===== src/hfs_pkg.sv =====
// Shared types and constants for the Hall input fault supervisor
package hfs_pkg;

  // Blanking time, 80 us at 200 MHz
  localparam int BLANK_NS      = 80000;
  localparam int CLK_PERIOD_NS = 5;
  localparam int BLANK_CYCLES  = BLANK_NS / CLK_PERIOD_NS;

  // Reset values of the pin-side outputs
  localparam logic RST_FLAG_N = 1'h1;
  localparam logic RST_LEVEL  = 1'h0;

  // Channel condition, as sensed by the analog front end
  typedef struct packed {
    logic open_load;   // Current below 2 mA
    logic short_bat;   // Input above the battery supply
    logic short_gnd;   // Current above 23 mA
    logic hall_high;   // Filtered Hall switch state
  } hfs_sense_t;

  // Per-channel drive controls toward the analog front end
  typedef struct packed {
    logic supply_on;   // Full sensor supply current
    logic pullup_on;   // 50 uA pullup only
  } hfs_drive_t;

  typedef enum logic [1:0] {
    HFS_RUN,
    HFS_BLANK,
    HFS_OFF,
    HFS_GND_LOCK
  } hfs_state_t;

endpackage : hfs_pkg


===== src/hfs_supervisor.sv =====
// Fault supervision, shutoff and restart for two Hall switch inputs
//
// How it works
// - A battery supply outside 6 V to 18 V cuts both channels and, with select_a low, pulls the fault flag low.
// - When the supply is valid again both channels restart through blanking.
// - An open channel (below 2 mA) flags a fault, is cut, and restarts with blanking once loaded.
// - An input above the battery supply flags a fault and cuts only that channel.
// - Above 23 mA the channel flags a fault, is cut and keeps only its pullup.
// - A falling edge on select_a restarts every ground-shorted channel with blanking.
// - The ground-short shutoff holds until restarted; every other fault clears itself.
// - Only the ground-short lock and the blanking count are stored; all other reporting follows the present condition each cycle.
// - With select_a high, faults are coded on the flag and levels; supply fault or blanking dominates.
`timescale 1ns/1ps
module hfs_supervisor
  #(parameter int BLANK_LEN = hfs_pkg::BLANK_CYCLES)
  (
  input  wire logic               clock,
  input  wire logic               rst,
  input  wire logic               clk_en,
  input  wire logic               bat_in_range,
  input  wire logic               select_a,
  input  wire hfs_pkg::hfs_sense_t sense_1,
  input  wire hfs_pkg::hfs_sense_t sense_2,
  output      hfs_pkg::hfs_drive_t drive_1,
  output      hfs_pkg::hfs_drive_t drive_2,
  output      logic               fault_flag_n,
  output      logic               hall_level_1,
  output      logic               hall_level_2
  );
  import hfs_pkg::*;

  // The blanking counter is 16 bits wide
  if (BLANK_LEN < 1 || BLANK_LEN > 65535) begin : g_bad_len
    $error("BLANK_LEN out of range");
  end

  // Pins arrive asynchronously: two flops before any logic reads them
  logic [11:0] sync_a;
  logic [11:0] sync_b;
  wire  [11:0] pins = {bat_in_range, select_a, sense_1, sense_2,
                       2'h0};
  always_ff @(posedge clock) begin
    if (rst) begin
      sync_a <= 12'h000;
      sync_b <= 12'h000;
    end else if (clk_en) begin
      sync_a <= pins;
      sync_b <= sync_a;
    end
  end

  wire        bat_ok = sync_b[11];
  wire        sel    = sync_b[10];
  hfs_sense_t s1;
  hfs_sense_t s2;
  assign s1 = sync_b[9:6];
  assign s2 = sync_b[5:2];

  logic sel_d;
  always_ff @(posedge clock) begin
    if (rst)
      sel_d <= 1'h0;
    else if (clk_en)
      sel_d <= sel;
  end
  wire sel_fall = sel_d & ~sel;

  hfs_state_t st   [2];
  logic [15:0] cnt [2];
  hfs_sense_t sv   [2];
  assign sv[0] = s1;
  assign sv[1] = s2;

  function automatic hfs_state_t next_of(input hfs_state_t cur,
                                         input hfs_sense_t s,
                                         input logic ok,
                                         input logic fall,
                                         input logic done);
    hfs_state_t n;
    n = cur;
    case (cur)
      HFS_RUN, HFS_BLANK: begin
        if (!ok || s.open_load || s.short_bat)
          n = HFS_OFF;
        else if (s.short_gnd)
          n = HFS_GND_LOCK;
        else if (cur == HFS_BLANK && done)
          n = HFS_RUN;
      end
      HFS_OFF: begin
        if (ok && !s.open_load && !s.short_bat)
          n = HFS_BLANK;
      end
      HFS_GND_LOCK: begin
        // Held until select_a falls, the line opens, or the supply fails
        if (!ok)
          n = HFS_OFF;
        else if (fall || s.open_load)
          n = HFS_BLANK;
      end
      default: n = HFS_OFF;
    endcase
    return n;
  endfunction : next_of

  hfs_state_t next_st [2];
  for (genvar i = 0; i < 2; i++) begin : g_ch
    assign next_st[i] = next_of(st[i], sv[i], bat_ok, sel_fall,
                                cnt[i] == 16'(BLANK_LEN - 1));
    always_ff @(posedge clock) begin
      if (rst) begin
        st[i]  <= HFS_OFF;
        cnt[i] <= 16'h0000;
      end else if (clk_en) begin
        st[i] <= next_st[i];
        if (next_st[i] == HFS_BLANK && st[i] == HFS_BLANK)
          cnt[i] <= cnt[i] + 16'h0001;
        else
          cnt[i] <= 16'h0000;
      end
    end
  end

  // Two-bit code: 00 none/blank, 01 open, 10 battery, 11 ground
  function automatic logic [1:0] code_of(input hfs_state_t st_c,
                                         input hfs_sense_t s);
    logic [1:0] c;
    c = 2'h0;
    if (st_c == HFS_GND_LOCK)
      c = 2'h3;
    else if (s.short_bat)
      c = 2'h2;
    else if (s.open_load)
      c = 2'h1;
    return c;
  endfunction : code_of

  wire bad_1 = st[0] != HFS_RUN;
  wire bad_2 = st[1] != HFS_RUN;
  wire [1:0] code_1 = code_of(st[0], s1);
  wire [1:0] code_2 = code_of(st[1], s2);
  wire blank_any = st[0] == HFS_BLANK || st[1] == HFS_BLANK;
  // Supply fault or blanking dominates every other code
  wire dominant = !bat_ok || blank_any;
  wire ch1_coded = code_1 != 2'h0;

  logic next_flag_n;
  logic next_l1;
  logic next_l2;
  always_comb begin
    next_flag_n = 1'h1;
    next_l1     = 1'h0;
    next_l2     = 1'h0;
    if (sel) begin
      if (dominant) begin
        next_flag_n = 1'h1;
      end else if (ch1_coded) begin
        next_flag_n = 1'h0;
        {next_l1, next_l2} = code_1;
      end else if (code_2 != 2'h0) begin
        next_flag_n = 1'h1;
        {next_l1, next_l2} = code_2;
      end else begin
        next_flag_n = 1'h0;
      end
    end else begin
      // Live levels, gated by supply faults and by any channel state other than HFS_RUN
      next_flag_n = !(bad_1 || bad_2 || !bat_ok);
      next_l1     = !bad_1 && bat_ok && s1.hall_high;
      next_l2     = !bad_2 && bat_ok && s2.hall_high;
    end
  end

  always_ff @(posedge clock) begin
    if (rst) begin
      fault_flag_n <= RST_FLAG_N;
      hall_level_1 <= RST_LEVEL;
      hall_level_2 <= RST_LEVEL;
      drive_1      <= '0;
      drive_2      <= '0;
    end else if (clk_en) begin
      fault_flag_n <= next_flag_n;
      hall_level_1 <= next_l1;
      hall_level_2 <= next_l2;
      // Ground short keeps only the pullup
      drive_1 <= '{supply_on: next_st[0] inside {HFS_RUN, HFS_BLANK},
                  pullup_on: next_st[0] == HFS_GND_LOCK};
      drive_2 <= '{supply_on: next_st[1] inside {HFS_RUN, HFS_BLANK},
                  pullup_on: next_st[1] == HFS_GND_LOCK};
    end
  end
endmodule : hfs_supervisor


===== config.mk =====
export PLATFORM = sky130hd
export DESIGN_NAME = hfs_supervisor
export DESIGN_NICKNAME = d
export VERILOG_FILES = /design/src/hfs_pkg.sv /design/src/hfs_supervisor.sv
export SDC_FILE = /design/constraint.sdc
export NUM_CORES = 1
export LEC_CHECK = 0
export BUFFER_PORTS_ARGS = -buffer_cell sky130_fd_sc_hd__buf_4
export CAP_MARGIN = 5
export CELL_PAD_IN_SITES_DETAIL_PLACEMENT = 1
export CELL_PAD_IN_SITES_GLOBAL_PLACEMENT = 2
export CORE_MARGIN = 10
export CORE_UTILIZATION = 40
export DETAILED_ROUTE_END_ITERATION = 8
export MAX_ROUTING_LAYER = met4
export PLACE_DENSITY = 0.83
export SYNTH_ARGS = -nofsm -noshare
export SYNTH_HDL_FRONTEND = slang
export SYNTH_SLANG_ARGS = --single-unit

===== constraint.sdc =====
create_clock -name clock -period 2.5 [get_ports clock]
set_input_delay 0.125 -clock clock [delete_from_list [all_inputs] [get_ports clock]]
set_output_delay 0.125 -clock clock [all_outputs]
set_load 0.02 [all_outputs]

==> results.md <==
* R2R depth at 4
* Post-CTS setup buffer count at 0
* Pins Over Slew Limit at 0
* Worst EP required at 2.59 ns
* Final wirelength at 6680 um
* All-Layer GR Usage at 0.126
* Seq pwr share at 0.540
* Reg-to-Reg End: cnt[0][6]
* Port buffer count at 19
* Max Root-Sink Buffers at 2
* Share of the yosys chip area belonging to registers at 0.524
* Detail Placement HPWL at 4590 um
* Hold Path Origin: sense_1[0]
* Core Box Area at 7690 um2
* Clk slew on worst S/H paths at 0.08 ns
* Post-synth EDFFs at 36
* Fmax at 0.485 GHz
* Critical path launch point type: flip-flop
* Post-DR vias/cell at 5.29
* Clock root cell: clkbuf_8
* IO Pins at 20
* Synthesis-stage register bit count at 64
* Final setup viols at 0
* FF-to-FF Start: cnt[0][8]
* CTS Sinks at 64
* Initial DRC count at 112
* Syn nets at 314
* Crit Path Max Fanout at 11
* CTS tree: done
* Post-CTS resize count at 0
* Final Cycle Share at 0.825
* RSZ-0062 raised after global routing: no
* Crit path from: cnt[0][8]
* Vias in the first global route at 2370
* Row cnt at 32
* Yosys warns at 0
* Max-cap violations at 0
* Synth Flop Type: edfxtp_1
* Switching share of power at 0.248
* DRC viols at 0
* Routability Congestion at 0.751
* Hold Vio Cnt, Final at 0
* CP Buf/Inv Count at 0
* Rel. slew slack at 0.539
* Layout cells sized above 1 at 0.141
* Top delay family on crit path: simple AND/OR/NAND/NOR gates
* Post-synth design cell area at 3130 um2
* R2R setup slack at 0.44 ns
* GR Overflow Total at 0
* Detailed Routing Iterations Pass 1 at 4
* Area Growth Syn to Fin at 13.9%
* Peak supply drop at 0.000272 V
* Vias post-DR at 2270
* Initial antenna violation count at 0
* Power per cell area at 622 nW/um2
* Largest net degree at the start of global routing at 37
* H-tree Lvls at 3
* Clock skew at 0.00849 ns
* P_int at 0.00167 W
* Count of cell types in the netlist at 49
* Post-synth ARST share at 0
* Synth area leader: edfxtp_1
* Post-Syn Area per Cell at 10.5 um2
* Worst skew pair latency at 0.35 ns
* Commonest cells post-synth: 66 x nor2_1, 36 x edfxtp_1, 28 x dfxtp_1
* Slowest cell delay on critical path at 0.55 ns
* Worst EP arrival at 2.16 ns
* Num CTS Buffers at 9
* Post-route ant nets at 0
* Crit-path cells: or4_4 -> nor4_4 -> a2111o_1 -> nor2_1
* Min-delay worst type: input port to flip-flop
* Hold-fix buffers, CTS at 0
* Hold Path Depth at 3
* Switch Pwr at 0.000551 W
* DIE AREA at 11800 um2
* N_diodes at 0
* Top cells by area, synth: edfxtp_1 34%, dfxtp_1 18%, nor2_1 7.9%
* Crit path kind: flip-flop to flip-flop
* Post-synth top area share at 0.345
* Routed WL per cell at 15.6 um
* Leak at 1.26 nW
* Final core utilization at 0.464
* Synth Instances at 299
* Crit path depth at 4
* First-pass GRT wire length at 11600 um
* Most instantiated library cell after synthesis: nor2_1
* CP endpoint kind: flip-flop
* Setup TNS at 0 ns
* Chip Width at 109 um
* Min Tclk post-route at 2.06 ns
* Worst-Margin Slew at 0.685 ns
* Status: finished, final reports clean
* Nets at 337
* Setup crit end: cnt[0][6]
* Clock power frac at 0.398
* Initial Util at 0.408
* Comb pwr share at 0.062
* Slowest cell on crit path: or4_4
* Die height at 109 um
## sequential cells by signal, indices dropped and copies added (netlist names)
| signal | flops |
|---|---|
| cnt | 32 |
| drive_1 | 2 |
| drive_2 | 2 |
| fault_flag_n | 1 |
| hall_level_1 | 1 |
| hall_level_2 | 1 |
| sel_d | 1 |
| st | 4 |
| sync_a | 10 |
| sync_b | 10 |
## power groups by stage
stage | registers (W) | clock network, W | logic (W)
3_3_place_gp | 0.00122 | 0 | 0.000137
6_report | 0.00120 | 0.000884 | 0.000138
2_1_floorplan | 0.00121 | 0 | 0.0000957
4_1_cts | 0.00120 | 0.000906 | 0.000141
3_5_place_dp | 0.00122 | 0 | 0.000139
5_1_grt | 0.00121 | 0.000961 | 0.000155
## layer usage
layer | track usage | vias to the layer above | part of all wire
met3 | 0.0321 | 11 | 0.033
met5 | - | - | 0
met1 | 0.164 | 1100 | 0.51
li1 | - | 1133 | -
met4 | 0.0452 | 0 | 0.015
met2 | 0.186 | 26 | 0.44
## final cells by class
type | instances | area, um2
Fill cell | 898 | 4120
Sequential cell | 64 | 1640
Multi-Input combinational cell | 215 | 1400
Timing Repair Buffer | 22 | 165
Clock buffer | 11 | 163
Tap cell | 102 | 128
Inverter | 10 | 37.5
Clock inverter | 5 | 35.0
## kinds of logic after synthesis
| family | Yosys count | synth area share |
|---|---|---|
| buf+inv | 20 | 0.0299 |
| mux | 21 | 0.0671 |
| xor+xnor | 28 | 0.0782 |
| simple gates | 133 | 0.220 |
| fa+ha+maj | 2 | 0.00798 |
| compound gates | 31 | 0.0731 |
| flops | 64 | 0.524 |
## through the flow
stage                     instances  instance area (um2)  power [W]  hold WS (ns)  worst slack [ns]
after detailed placement        413                 3370    0.00136         0.369             0.416
after CTS                       429                 3570    0.00225       0.00190             0.408
after global routing            429                 3570    0.00232       0.00958             0.286
after floorplan                 299                 3130    0.00131         0.272             0.697
after global placement          413                 3370    0.00136         0.358             0.479
final                           429                 3570    0.00222       0.00892             0.437
## cells in the final DEF (no fill, tap or decap), types with 2 or more instances in the layout
master	instances
nand3b_1	2
dfxtp_1	28
edfxtp_1	36
mux2i_1	21
nor4_1	11
xnor2_1	24
clkbuf_8	10
nand4b_1	2
inv_4	2
inv_1	10
ha_1	2
a31oi_1	2
or4_4	2
o211ai_1	3
nand2_1	11
a21oi_1	5
o21ai_0	5
xor2_1	4
nor3_1	6
a2111o_1	2
o31ai_1	2
nand4_1	8
nor2_1	66
a211o_1	2
nand3_1	8
nand2b_1	5
buf_4	22
o21bai_1	2
## how the worst min path moves through the flow
stage / end / slack, ns
after floorplan: sync_a[10] / 0.27
after global placement: sync_a[11] / 0.36
after detailed placement: sync_a[6] / 0.37
after CTS: sync_a[8] / 0.002
after global routing: sync_a[10] / 0.01
final: sync_a[6] / 0.009
## tightest hold or removal path: stages
cell and delay [ns]:
buf_4 0.07, mux2i_1 0.05, nor2_1 0.07
No activity file was read; power rests on OpenSTA's default activity.
